File: src/dcar_regs.vh
// register offsets, field positions, reset values and codes of the channel arm/request block
`ifndef DCAR_REGS_VH
`define DCAR_REGS_VH

// ---------------------------------------------------------------
// special-function register offsets
// ---------------------------------------------------------------
`define DCAR_ADR_CH14_BASE_LO 8'hd2
`define DCAR_ADR_CH14_BASE_HI 8'hd3
`define DCAR_ADR_CH0_BASE_LO 8'hd4
`define DCAR_ADR_CH0_BASE_HI 8'hd5
`define DCAR_ADR_ARM 8'hd6
`define DCAR_ADR_REQ 8'hd7

// ---------------------------------------------------------------
// reset values
// ---------------------------------------------------------------
`define DCAR_RST_BYTE 8'h00
`define DCAR_RST_PTR 16'h0000
`define DCAR_RST_CH 5'h00

// ---------------------------------------------------------------
// arm register fields
// ---------------------------------------------------------------
`define DCAR_ARM_ABORT_BIT 7
`define DCAR_ARM_SPARE_HI 6
`define DCAR_ARM_SPARE_LO 5
`define DCAR_ARM_CH_HI 4

// ---------------------------------------------------------------
// descriptor layout
// ---------------------------------------------------------------
`define DCAR_DESC_REC_BYTES 16'h0008
`define DCAR_DESC_OFF_MODE 3'h6
`define DCAR_DESC_OFF_MASK 3'h7
`define DCAR_DESC_TRANSFER_MODE_HI 6
`define DCAR_DESC_TRANSFER_MODE_LO 5
`define DCAR_DESC_TRIGGER_SELECT_HI 4
`define DCAR_DESC_TRIGGER_SELECT_LO 0
`define DCAR_DESC_DONE_INTERRUPT_MASK_BIT 3

// ---------------------------------------------------------------
// codes
// ---------------------------------------------------------------
`define DCAR_TRIGGER_SELECT_NONE 5'h00
`define DCAR_TRIGGER_SELECT_PREV 5'h01
`define DCAR_TRANSFER_MODE_SINGLE 2'h0
`define DCAR_TRANSFER_MODE_BLOCK 2'h1
`define DCAR_TRANSFER_MODE_RPT_SINGLE 2'h2
`define DCAR_TRANSFER_MODE_RPT_BLOCK 2'h3

`endif

File: src/dcar_buf2.v
// two-entry valid/ready buffer for descriptor bytes returned by memory
`timescale 1ns/1ps
module dcar_buf2 #(
   parameter WIDTH = 8
) (
   input wire core_clk,
   input wire arst_n,
   input wire in_valid,
   output wire in_ready,
   input wire [WIDTH-1:0] in_data,
   output wire out_valid,
   input wire out_ready,
   output wire [WIDTH-1:0] out_data
);

   reg [WIDTH-1:0] ent0_r;
   reg [WIDTH-1:0] ent1_r;
   reg [1:0] cnt_r;
   wire push;
   wire pop;

   assign in_ready = (cnt_r != 2'h2);
   assign out_valid = (cnt_r != 2'h0);
   assign out_data = ent0_r;
   assign push = in_valid && in_ready;
   assign pop = out_valid && out_ready;

   always @(posedge core_clk or negedge arst_n)
   begin
      if (!arst_n)
      begin
         ent0_r <= {WIDTH{1'b0}};
         ent1_r <= {WIDTH{1'b0}};
         cnt_r <= 2'h0;
      end
      else
      begin
         case ({push, pop})
            2'b10:
            begin
               if (cnt_r == 2'h0)
                  ent0_r <= in_data;
               else
                  ent1_r <= in_data;
               cnt_r <= cnt_r + 2'h1;
            end
            2'b01:
            begin
               ent0_r <= ent1_r;
               cnt_r <= cnt_r - 2'h1;
            end
            2'b11:
            begin
               // full never pushes, so both at once means one entry held
               ent0_r <= in_data;
            end
            default:
            begin
               cnt_r <= cnt_r;
            end
         endcase
      end
   end

endmodule

File: src/dcar_desc_addr.v
// descriptor byte address from channel number and base pointers
`timescale 1ns/1ps
`include "dcar_regs.vh"
module dcar_desc_addr (
   input wire [2:0] ch,
   input wire [15:0] base0,
   input wire [15:0] base1,
   input wire [2:0] byte_off,
   output reg [15:0] addr
);

   reg [15:0] rec;

   always @*
   begin
      rec = 16'h0000;
      addr = 16'h0000;
      if (ch == 3'h0)
         addr = base0 + {13'h0000, byte_off};
      else
      begin
         // channels 1..4 sit back to back behind the shared pointer
         rec = {13'h0000, ch - 3'h1} * `DCAR_DESC_REC_BYTES;
         addr = base1 + rec + {13'h0000, byte_off};
      end
   end

endmodule

File: src/dcar_top.v
// five-channel dma arm, abort, start request and descriptor pointer control
`timescale 1ns/1ps
`include "dcar_regs.vh"
module dcar_top #(
   parameter NCH = 5,
   parameter NTRIG = 32
) (
   input wire core_clk,
   input wire arst_n,
   input wire [7:0] sfr_addr,
   input wire [7:0] sfr_wdata,
   input wire sfr_we,
   input wire sfr_re,
   output wire [7:0] sfr_rdata,
   output wire sfr_rvalid,
   input wire [NTRIG-1:0] trigger_select_in,
   output wire mem_rd_req,
   output wire [15:0] mem_rd_addr,
   input wire mem_rd_valid,
   output wire mem_rd_ready,
   input wire [7:0] mem_rd_data,
   output wire xfer_start,
   output wire [2:0] xfer_ch,
   output wire [1:0] xfer_transfer_mode,
   output wire [15:0] xfer_desc_addr,
   output wire xfer_abort,
   input wire xfer_done,
   output wire [NCH-1:0] done_flag_set,
   output wire done_irq,
   output wire [NCH-1:0] channel_arm,
   output wire busy
);

   // ---------------------------------------------------------------
   // states
   // ---------------------------------------------------------------
   localparam S_IDLE = 6'b000001;
   localparam S_F6 = 6'b000010;
   localparam S_W6 = 6'b000100;
   localparam S_F7 = 6'b001000;
   localparam S_W7 = 6'b010000;
   localparam S_RUN = 6'b100000;

   // ---------------------------------------------------------------
   // storage
   // ---------------------------------------------------------------
   reg [NCH-1:0] arm_r, arm_nxt;
   reg [1:0] spare_r;
   reg [NCH-1:0] req_r, req_nxt;
   reg [NCH-1:0] hw_pend_r, hw_pend_nxt;
   reg [NCH-1:0] loaded_r, loaded_nxt;
   reg [NCH-1:0] fetch_pend_r, fetch_pend_nxt;
   reg [2*NCH-1:0] transfer_mode_r, transfer_mode_nxt;
   reg [5*NCH-1:0] trigger_select_r, trigger_select_nxt;
   reg [NCH-1:0] mask_r, mask_nxt;
   reg [5:0] state_r, state_nxt;
   reg [2:0] cur_r, cur_nxt;
   reg [15:0] base0_r;
   reg [15:0] base1_r;
   reg [7:0] rdata_r;
   reg rvalid_r;
   reg xfer_start_r, xfer_start_nxt;
   reg xfer_abort_r, xfer_abort_nxt;
   reg [1:0] xfer_transfer_mode_r, xfer_transfer_mode_nxt;
   reg [15:0] xfer_desc_r, xfer_desc_nxt;
   reg [NCH-1:0] done_set_r, done_set_nxt;
   reg done_irq_r, done_irq_nxt;
   reg mem_req_r, mem_req_nxt;
   reg [15:0] mem_addr_r, mem_addr_nxt;

   wire wr_arm;
   wire abort_wr;
   wire [NCH-1:0] sw_val;
   wire [NCH-1:0] sw_set;
   wire [NCH-1:0] hit;
   wire [NCH-1:0] pend;
   wire buf_valid;
   wire buf_ready;
   wire [7:0] buf_data;
   wire [15:0] fetch_addr;
   wire [15:0] desc_base;
   reg [2:0] fetch_sel;
   reg [2:0] run_sel;
   reg [NCH-1:0] hw_clr;
   reg [NCH-1:0] grant;
   integer k;

   // ---------------------------------------------------------------
   // software write decode
   // ---------------------------------------------------------------
   assign wr_arm = sfr_we && (sfr_addr == `DCAR_ADR_ARM);
   assign abort_wr = wr_arm && sfr_wdata[`DCAR_ARM_ABORT_BIT];
   // abort drops the selected arms, a plain write loads them
   assign sw_val = abort_wr ? (arm_r & ~sfr_wdata[NCH-1:0]) : sfr_wdata[NCH-1:0];
   assign sw_set = (wr_arm && !abort_wr) ? sfr_wdata[NCH-1:0] : `DCAR_RST_CH;

   // ---------------------------------------------------------------
   // trigger matching per channel
   // ---------------------------------------------------------------
   genvar g;
   generate
      for (g = 0; g < NCH; g = g + 1)
      begin : g_ch
         wire [4:0] sel = trigger_select_r[5*g+4:5*g];
         wire prev_done = done_set_r[(g + NCH - 1) % NCH];
         // select zero never matches, leaving software as the only start
         assign hit[g] = arm_r[g] && loaded_r[g] &&
            (((sel == `DCAR_TRIGGER_SELECT_PREV) && prev_done) ||
             ((sel != `DCAR_TRIGGER_SELECT_NONE) && (sel != `DCAR_TRIGGER_SELECT_PREV) && trigger_select_in[sel]));
         assign pend[g] = (req_r[g] || hw_pend_r[g]) && arm_r[g] && loaded_r[g];
      end
   endgenerate

   // ---------------------------------------------------------------
   // descriptor addressing and return buffer
   // ---------------------------------------------------------------
   dcar_desc_addr u_addr (
      .ch(cur_r),
      .base0(base0_r),
      .base1(base1_r),
      .byte_off((state_r == S_F7) ? `DCAR_DESC_OFF_MASK : `DCAR_DESC_OFF_MODE),
      .addr(fetch_addr)
   );

   dcar_desc_addr u_base (
      .ch(run_sel),
      .base0(base0_r),
      .base1(base1_r),
      .byte_off(3'h0),
      .addr(desc_base)
   );

   // drained only while a fetch waits, so late bytes wait in the buffer and memory stalls only once it holds two
   assign buf_ready = (state_r == S_W6) || (state_r == S_W7);

   dcar_buf2 #(
      .WIDTH(8)
   ) u_buf (
      .core_clk(core_clk),
      .arst_n(arst_n),
      .in_valid(mem_rd_valid),
      .in_ready(mem_rd_ready),
      .in_data(mem_rd_data),
      .out_valid(buf_valid),
      .out_ready(buf_ready),
      .out_data(buf_data)
   );

   // ---------------------------------------------------------------
   // channel selection, lowest index first
   // ---------------------------------------------------------------
   always @*
   begin
      fetch_sel = 3'h0;
      run_sel = 3'h0;
      for (k = NCH - 1; k >= 0; k = k - 1)
      begin
         if (fetch_pend_r[k])
            fetch_sel = k[2:0];
         if (pend[k])
            run_sel = k[2:0];
      end
   end

   // ---------------------------------------------------------------
   // sequencer and next-state
   // ---------------------------------------------------------------
   always @*
   begin
      state_nxt = state_r;
      cur_nxt = cur_r;
      hw_clr = `DCAR_RST_CH;
      grant = `DCAR_RST_CH;
      loaded_nxt = loaded_r;
      fetch_pend_nxt = fetch_pend_r;
      transfer_mode_nxt = transfer_mode_r;
      trigger_select_nxt = trigger_select_r;
      mask_nxt = mask_r;
      xfer_start_nxt = 1'b0;
      xfer_abort_nxt = 1'b0;
      xfer_transfer_mode_nxt = xfer_transfer_mode_r;
      xfer_desc_nxt = xfer_desc_r;
      done_set_nxt = `DCAR_RST_CH;
      done_irq_nxt = 1'b0;
      mem_req_nxt = 1'b0;
      mem_addr_nxt = mem_addr_r;
      case (state_r)
         S_IDLE:
         begin
            if (|fetch_pend_r)
            begin
               cur_nxt = fetch_sel;
               state_nxt = S_F6;
            end
            else if (|pend)
            begin
               cur_nxt = run_sel;
               grant[run_sel] = 1'b1;
               xfer_start_nxt = 1'b1;
               xfer_transfer_mode_nxt = transfer_mode_r[2*run_sel +: 2];
               xfer_desc_nxt = desc_base;
               state_nxt = S_RUN;
            end
         end
         S_F6, S_F7:
         begin
            mem_req_nxt = 1'b1;
            mem_addr_nxt = fetch_addr;
            state_nxt = (state_r == S_F6) ? S_W6 : S_W7;
         end
         S_W6:
         begin
            if (buf_valid)
            begin
               transfer_mode_nxt[2*cur_r +: 2] = buf_data[`DCAR_DESC_TRANSFER_MODE_HI:`DCAR_DESC_TRANSFER_MODE_LO];
               trigger_select_nxt[5*cur_r +: 5] = buf_data[`DCAR_DESC_TRIGGER_SELECT_HI:`DCAR_DESC_TRIGGER_SELECT_LO];
               state_nxt = S_F7;
            end
         end
         S_W7:
         begin
            if (buf_valid)
            begin
               mask_nxt[cur_r] = buf_data[`DCAR_DESC_DONE_INTERRUPT_MASK_BIT];
               loaded_nxt[cur_r] = 1'b1;
               fetch_pend_nxt[cur_r] = 1'b0;
               state_nxt = S_IDLE;
            end
         end
         S_RUN:
         begin
            if (!arm_r[cur_r])
            begin
               // a dropped arm halts the run; a cleared request does not
               xfer_abort_nxt = 1'b1;
               state_nxt = S_IDLE;
            end
            else if (xfer_done)
            begin
               done_set_nxt[cur_r] = 1'b1;
               done_irq_nxt = mask_r[cur_r];
               if (!transfer_mode_r[2*cur_r + 1])
                  hw_clr[cur_r] = 1'b1;
               state_nxt = S_IDLE;
            end
         end
         default:
         begin
            state_nxt = S_IDLE;
         end
      endcase
      // software set of an arm wins over the completion clear
      arm_nxt = (wr_arm ? sw_val : arm_r) & ~(hw_clr & ~sw_set);
      // a fresh arm reloads the descriptor; a dropped arm forgets it
      fetch_pend_nxt = (fetch_pend_nxt | (arm_nxt & ~arm_r)) & arm_nxt;
      loaded_nxt = loaded_nxt & arm_nxt & ~(arm_nxt & ~arm_r);
      req_nxt = req_r & ~grant;
      if (sfr_we && (sfr_addr == `DCAR_ADR_REQ))
         req_nxt = req_nxt | sfr_wdata[NCH-1:0];
      hw_pend_nxt = ((hw_pend_r & ~grant) | hit) & arm_nxt;
   end

   // ---------------------------------------------------------------
   // registers
   // ---------------------------------------------------------------
   always @(posedge core_clk or negedge arst_n)
   begin
      if (!arst_n)
      begin
         arm_r <= `DCAR_RST_CH;
         spare_r <= 2'h0;
         req_r <= `DCAR_RST_CH;
         hw_pend_r <= `DCAR_RST_CH;
         loaded_r <= `DCAR_RST_CH;
         fetch_pend_r <= `DCAR_RST_CH;
         transfer_mode_r <= {2*NCH{1'b0}};
         trigger_select_r <= {5*NCH{1'b0}};
         mask_r <= `DCAR_RST_CH;
         state_r <= S_IDLE;
         cur_r <= 3'h0;
         base0_r <= `DCAR_RST_PTR;
         base1_r <= `DCAR_RST_PTR;
         rdata_r <= `DCAR_RST_BYTE;
         rvalid_r <= 1'b0;
         xfer_start_r <= 1'b0;
         xfer_abort_r <= 1'b0;
         xfer_transfer_mode_r <= `DCAR_TRANSFER_MODE_SINGLE;
         xfer_desc_r <= `DCAR_RST_PTR;
         done_set_r <= `DCAR_RST_CH;
         done_irq_r <= 1'b0;
         mem_req_r <= 1'b0;
         mem_addr_r <= `DCAR_RST_PTR;
      end
      else
      begin
         arm_r <= arm_nxt;
         if (wr_arm)
            spare_r <= sfr_wdata[`DCAR_ARM_SPARE_HI:`DCAR_ARM_SPARE_LO];
         req_r <= req_nxt;
         hw_pend_r <= hw_pend_nxt;
         loaded_r <= loaded_nxt;
         fetch_pend_r <= fetch_pend_nxt;
         transfer_mode_r <= transfer_mode_nxt;
         trigger_select_r <= trigger_select_nxt;
         mask_r <= mask_nxt;
         state_r <= state_nxt;
         cur_r <= cur_nxt;
         if (sfr_we && (sfr_addr == `DCAR_ADR_CH0_BASE_HI))
            base0_r[15:8] <= sfr_wdata;
         if (sfr_we && (sfr_addr == `DCAR_ADR_CH0_BASE_LO))
            base0_r[7:0] <= sfr_wdata;
         if (sfr_we && (sfr_addr == `DCAR_ADR_CH14_BASE_HI))
            base1_r[15:8] <= sfr_wdata;
         if (sfr_we && (sfr_addr == `DCAR_ADR_CH14_BASE_LO))
            base1_r[7:0] <= sfr_wdata;
         rvalid_r <= sfr_re;
         if (sfr_re)
         begin
            case (sfr_addr)
               `DCAR_ADR_ARM: rdata_r <= {1'b0, spare_r, arm_r};
               `DCAR_ADR_REQ: rdata_r <= {3'h0, req_r};
               `DCAR_ADR_CH0_BASE_HI: rdata_r <= base0_r[15:8];
               `DCAR_ADR_CH0_BASE_LO: rdata_r <= base0_r[7:0];
               `DCAR_ADR_CH14_BASE_HI: rdata_r <= base1_r[15:8];
               `DCAR_ADR_CH14_BASE_LO: rdata_r <= base1_r[7:0];
               default: rdata_r <= `DCAR_RST_BYTE;
            endcase
         end
         xfer_start_r <= xfer_start_nxt;
         xfer_abort_r <= xfer_abort_nxt;
         xfer_transfer_mode_r <= xfer_transfer_mode_nxt;
         xfer_desc_r <= xfer_desc_nxt;
         done_set_r <= done_set_nxt;
         done_irq_r <= done_irq_nxt;
         mem_req_r <= mem_req_nxt;
         mem_addr_r <= mem_addr_nxt;
      end
   end

   // ---------------------------------------------------------------
   // outputs
   // ---------------------------------------------------------------
   assign sfr_rdata = rdata_r;
   assign sfr_rvalid = rvalid_r;
   assign mem_rd_req = mem_req_r;
   assign mem_rd_addr = mem_addr_r;
   assign xfer_start = xfer_start_r;
   assign xfer_ch = cur_r;
   assign xfer_transfer_mode = xfer_transfer_mode_r;
   assign xfer_desc_addr = xfer_desc_r;
   assign xfer_abort = xfer_abort_r;
   assign done_flag_set = done_set_r;
   assign done_irq = done_irq_r;
   assign channel_arm = arm_r;
   assign busy = (state_r == S_RUN);

endmodule

File: config.mk
export PLATFORM = sky130hd
export DESIGN_NAME = dcar_top
export DESIGN_NICKNAME = d
export VERILOG_FILES = /design/src/dcar_buf2.v /design/src/dcar_desc_addr.v /design/src/dcar_top.v
export VERILOG_INCLUDE_DIRS = /design/src /design/src/src
export SDC_FILE = /design/constraint.sdc
export NUM_CORES = 1
export LEC_CHECK = 0
export BUFFER_PORTS_ARGS = -buffer_cell sky130_fd_sc_hd__buf_2
export CAP_MARGIN = 20
export CORE_MARGIN = 5
export CORE_UTILIZATION = 59
export CTS_CLUSTER_SIZE = 12
export DETAILED_ROUTE_END_ITERATION = 8
export GPL_TIMING_DRIVEN = 0
export PLACE_DENSITY = 0.83
export SLEW_MARGIN = 20
export SYNTH_ARGS = -nofsm -noshare
export SYNTH_HDL_FRONTEND = slang
export SYNTH_SLANG_ARGS = --single-unit
File: constraint.sdc
create_clock -name core_clk -period 3.2 [get_ports core_clk]
set_clock_uncertainty 0.1 [all_clocks]
set_input_delay 0.32 -clock core_clk [delete_from_list [all_inputs] [get_ports core_clk]]
set_output_delay 0.32 -clock core_clk [all_outputs]
set_load 0.02 [all_outputs]
# Word-level counts from Yosys, hierarchy flattened
# Cells that the tools add are included.
# totals
register_bits,176
latchBits,0
ramBits,0
rom_bits,0
inputBits,62
output_inout_bits,62
word_cells,268
n_memories,0
# classes
addsub,11
n_mul,1
div,0
magnitude_cmp,10
n_eq_ne,31
shift,5
muxes,77
bitwise_logic,24
reduce_logical,81
# ops
operator,count
5-bit 2-to-1 mux,19
5-bit bitwise AND,11
"8-bit equality test, second input constant",6
8-bit case mux with 6 select lines,1
1-bit logical AND,47
3-bit 2-to-1 mux,12
6-bit 2-to-1 mux,6
5-bit NOT,7
4-bit negation with 34-bit output,1
6-bit negation with 34-bit output,1
"2-bit by 34-bit variable shift with 10-bit output, first input constant",1
"5-bit by 34-bit variable shift with 25-bit output, first input constant",1
2-bit by 34-bit variable part select with 10-bit output,1
5-bit by 34-bit variable part select with 25-bit output,1
16-bit by 3-bit adder with 16-bit output,2
16-bit by 6-bit adder with 16-bit output,2
16-bit 2-to-1 mux,2
"5-bit by 6-bit < comparator with 1-bit output, second input constant",5
6-bit case mux with 5 select lines,1
1-bit binary-select mux with 5-bit select,5
25-bit bitwise mux,1
"5-bit by 1-bit equality test with 1-bit output, second input constant",5
"5-bit by 1-bit != test with 1-bit output, second input constant",5
5-bit nonzero test,5
42 further kinds,92

# Logic depth before layout (Yosys ltp)
# logic_depth
word_depth,19
ltp_mapped,13

# Modules after synthesis
# A second synthesis with hierarchy kept.
# unflattened
hier_cells,1131
hier_area_um2,11547.3
# modules_own_cells
mod,n_inst,cells_per_inst,area_per_inst_um2,seq_area_each_um2
dcar_top,1,801,8660.8,4005.1
dcar_desc_addr at u_addr,1,132,1017.2,0.0
dcar_desc_addr at u_base,1,140,994.7,0.0
dcar_buf2,1,58,874.6,450.4

# Least setup slack after synthesis
# No wires, ideal clock.
# synth_timing
path_kind,reg-to-reg
start,register cur_r[1] (netlist: xfer_ch[1])
end,register mem_addr_r[15] (netlist: mem_rd_addr[15])
t_arrival_ns,2.857
required_time_ns,2.965
setup_slack_ns,0.108
stages_incl_launch_ff,13
path_buffers,1
period_less_slack_ns,3.092
path_cell_list,dfrtp_1 > buf_2 > inv_1 > ha_1 > ha_1 > inv_1 > ha_1 > and3_1 > a2111oi_2 > nor3b_1 > xor2_1 > mux2i_1 > o21ai_0
# synth_between
elab_chain_len,4
elab_cells_between_ends,5
classes_between,add/sub: 3; mux: 1; reduce/logical: 1
# synth_rtl
element,line_no,rtl
start: declaration,dcar_top.v:57,"reg [2:0] cur_r, cur_nxt;"
start signal: assignment,dcar_top.v:307,cur_r <= cur_nxt;
3-bit by 1-bit subtractor with 3-bit output,dcar_desc_addr.v:23,"rec = {13'h0000, ch - 3'h1} * `DCAR_DESC_REC_BYTES;"
16-bit by 6-bit adder with 16-bit output,dcar_desc_addr.v:24,"addr = base1 + rec + {13'h0000, byte_off};"
16-bit by 3-bit adder with 16-bit output,dcar_desc_addr.v:24,
16-bit 2-to-1 mux (*),dcar_desc_addr.v:18,if (ch == 3'h0)
end signal: assignment,dcar_top.v:292,mem_addr_r <= `DCAR_RST_PTR;
end signal: assignment,dcar_top.v:336,mem_addr_r <= mem_addr_nxt;
end: declaration,dcar_top.v:69,"reg [15:0] mem_addr_r, mem_addr_nxt;"
# Every way passes the cells marked *; elsewhere a longest branch is shown, timed or not.
# A chain may end at the register's enable or synchronous reset.

# Final worst setup path
# layout_timing
start,register req_r[2]
end,register xfer_desc_r[15] (netlist: xfer_desc_addr[15])
# layout_between
elab_chain_len,9
elab_cells_between_ends,12
classes_between,add/sub: 2; mux: 4; reduce/logical: 6
# layout_rtl
element,line_no,rtl
start: declaration,dcar_top.v:49,"reg [NCH-1:0] req_r, req_nxt;"
start signal: assignment,dcar_top.v:272,req_r <= `DCAR_RST_CH;
start signal: assignment,dcar_top.v:299,req_r <= req_nxt;
1-bit logical OR (*),dcar_top.v:110,assign pend[g] = (req_r[g] || hw_pend_r[g]) && arm_r[g] && loaded_r[g];
1-bit logical AND (*) (2 in a row),dcar_top.v:110,
3-bit 2-to-1 mux (3 in a row),dcar_top.v:160,if (pend[k])
3-bit by 1-bit subtractor with 3-bit output,dcar_desc_addr.v:23,
16-bit by 6-bit adder with 16-bit output,dcar_desc_addr.v:24,
16-bit 2-to-1 mux,dcar_desc_addr.v:18,
end signal: assignment,dcar_top.v:288,xfer_desc_r <= `DCAR_RST_PTR;
end signal: assignment,dcar_top.v:332,xfer_desc_r <= xfer_desc_nxt;
end: declaration,dcar_top.v:65,"reg [15:0] xfer_desc_r, xfer_desc_nxt;"
# Marked as above.

==> flow_summary.toml <==
[clocking]
cts_tree = "built"
clock_latency_ps = 440
cts_made_buffers = 17
clockBufferDepth = 2
cts_max_level = 4
clk_pin_slew_ps = 80
clock-sinks = 176
cts_root_buf = "clkbuf_16"

[logic_synthesis]
synth_compound_area_share_pct = 11.73
async_flop_share_pct = 100.0
synthCells = 992
synth-simple-area-share_pct = 15.04
synth_cell_type_count = 63
synthXorXnorAreaFrac_pct = 3.558
synth_commonest_cells = "175 x dfrtp_1, 114 x nand2_1, 79 x mux2_2"
synthAdderAreaFrac_pct = 2.372
synth_top_area_share_pct = 42.36
synth_area_sq_um = 10340
synth_area_per_cell_sq_um = 10.42
ys.flop_type = "dfrtp_1"
synth-warning-count = 0
synth_top_area_cell = "dfrtp_1"
synthMuxAreaShare_pct = 20.97
synth-seq-area-share_pct = 42.61
synth_area_leaders = "dfrtp_1 42%, mux2_2 8.6%, mux4_2 8.5%"
synth_top_family_by_area = "multiplexers"
synth_fp_nets = 1073
synth-seq-cells = 176
synth_edf_count = 0
synth.most_common_cell = "dfrtp_1"

[final_layout]
area_growth_pct = 16.45
antenna_cells = 0
register_area_sq_um = 4413
post_route_cells_drive_above_1_share_pct = 28.91
fillers = 1245
layout.cells.non_filler = 1377
multiInputGateArea_sq_um = 5635
final_nets = 1220

[place]
place.gp.congestion = 0.9993
dpl.cell_count = 1337
dpl.hpwl_um = 22380
dpl_worst_slack_ps = -457.3
port_buffers = 118

[timing]
tightest_slew_ps = 919.9
slew-limit-headroom_pct = 38.20
fin_crit_ps = 3095
slew_violations = 0
hold_viol_final = 0
setup_viol = 0
fmax_mhz = 323.1
fin_crit_sh_pct = 96.73
timing.final.ws_setup_ps = 104.6

[critical_path]
path_class = "reg -> reg"
cp_max_fo = 5
end_kind = "flop"
cp.required_ps = 3410
r2r_setup_slack_ps = 100
cp-start-kind = "flop"
cp.arrival_ps = 3310

[route]
dr_total_vias = 8870
antenna_left = 0
wire_per_inst_um = 22.02
wl_um = 30330
drt_iter0_drc = 1037
routed_via_density = 6.442
firstDrtPassIters = 6
drc_errors = 0

[global_routing]
grt_start_max_net_pins = 102
grt_pass1_vias = 8775
track_usage_pct = 30.27
grt_overflow = 0
antenna_found_initial = 0
grt_pass1_wl_um = 47450

[die]
rows = 48
die_x_um = 142.4
die_y_um = 142.4
start_util_pct = 59.98
dieArea_sq_um = 20270
core_sq_um = 17240
ios = 124

[power_and_ir_drop]
power.density_nw_per_um2 = 518.6
power.total_mw = 6.244
ir_drop_v = 0.0003991
p_leak_nw = 5.400

[outcome]
status = "completed"

[job]
maxCapViolCount = 0

[min_path]
hold_class = "in -> reg"
==> through the flow <==
stage | util [%] | TNS, ps | area (sq um) | hold slack, ps
3_3_place_gp | 65.04 | -167590 | 11210 | 342.0
5_1_grt | 69.85 | -17.69 | 12040 | 17.56
3_5_place_dp | 65.42 | -4499 | 11280 | 275.2
6_report | 69.85 | 0 | 12040 | 25.47
4_1_cts | 69.32 | 0 | 11950 | 13.65
2_1_floorplan | - | 0 | 10340 | -75.59
==> repair_timing <==
| item | CTS | global route |
|---|---|---|
| hold buffers | 2 | 0 |
| buffers inserted | 2 | 6 |
| gates cloned | 0 | 0 |
| pin swaps | 2 | 7 |
| endpoints found under the setup margin | 21 | 17 |
| endpoints found under the hold margin | 101 | 0 |
| gates resized for setup | 11 | 13 |
==> layout by cell type (no fill, tap or decap), types with 5 or more instances in the layout <==
cell and count:
dfrtp_1 169, buf_2 135, nand2_1 112, mux2_2 79
o21ai_0 71, nor2_1 55, mux2i_1 40, mux4_2 39
inv_1 35, a21oi_1 34, nor3_1 29, clkbuf_1 27
nand3_1 25, xor2_1 25, xnor2_1 17, o22ai_1 17
ha_1 17, clkbuf_16 17, nor2b_1 13, nand2b_1 8
nor3b_1 8, and2_1 8, a221oi_1 8, buf_4 8
or3_1 7, o211ai_1 7, a22o_1 7, or2_2 7
and3_1 7, buf_1 6, nand4_1 6, dfrtp_2 6
inv_6 6, a21o_1 5, a2bb2oi_1 5
==> state kept, by name, indices dropped and copies added (netlist names), 6 cells and up <==
name	cells
trigger_select_r	25
base0_r	16
base1_r	16
mem_rd_addr	16
xfer_desc_addr	16
transfer_mode_r	10
sfr_rdata	8
u_buf.ent1_r	7
u_buf.out_data	7
state_r	6
==> final cells by class <==
type	count	area share (%)
clock buffer	17	3.534
inverter	37	1.226
buffer	53	1.964
timing repair buffer	130	6.111
sequential	176	36.66
multi-input combinational	724	46.81
tap	225	2.338
clock inverter	15	1.361
==> critical path: stages (launching register included) <==
cell,delay [ps]
dfrtp_1,430
o211a_1,350
o21ai_0,230
nand2_2,120
ha_1,250
xor2_1,180
ha_1,360
a21o_1,190
nand3_2,130
nor2_2,180
xor2_1,80
mux2i_1,230
o21ai_0,120
==> power breakdown <==
part	total [mW]	internal, mW	switching [mW]
Clock	2.07	1.05	1.02
Combinational	1.49	0.610	0.882
Sequential	2.68	2.45	0.234
==> path summary, 6_finish.rpt <==
| path | startpoint | to | cells after the start |
|---|---|---|---|
| min reg2reg | mem_rd_addr[13] | mem_rd_addr[13] | 2 |
| min in group asynchronous | arst_n | trigger_select_r[22] | 3 |
| max | req_r[2] | xfer_desc_addr[15] | 12 |
| min | mem_rd_data[2] | u_buf.ent1_r[2] | 2 |
| max reg2reg | req_r[2] | xfer_desc_addr[15] | 12 |
| max in group asynchronous | arst_n | state_r[0] | 4 |
==> routing by layer <==
metal	global-route usage, %	wire length, um	share of wire [%]
met5	0	0	0
met4	13.46	1149	3.8
met3	7.560	3132	10
met2	47.01	14320	47
met1	40.65	11720	39
==> cell families after synthesis <==
group | count (synthesis)
compound gates | 192
xor+xnor | 42
fa+ha+maj | 19
buf+inv | 92
flops | 176
mux | 158
simple gates | 313
Note: power is estimated with default switching activity, not from simulation.
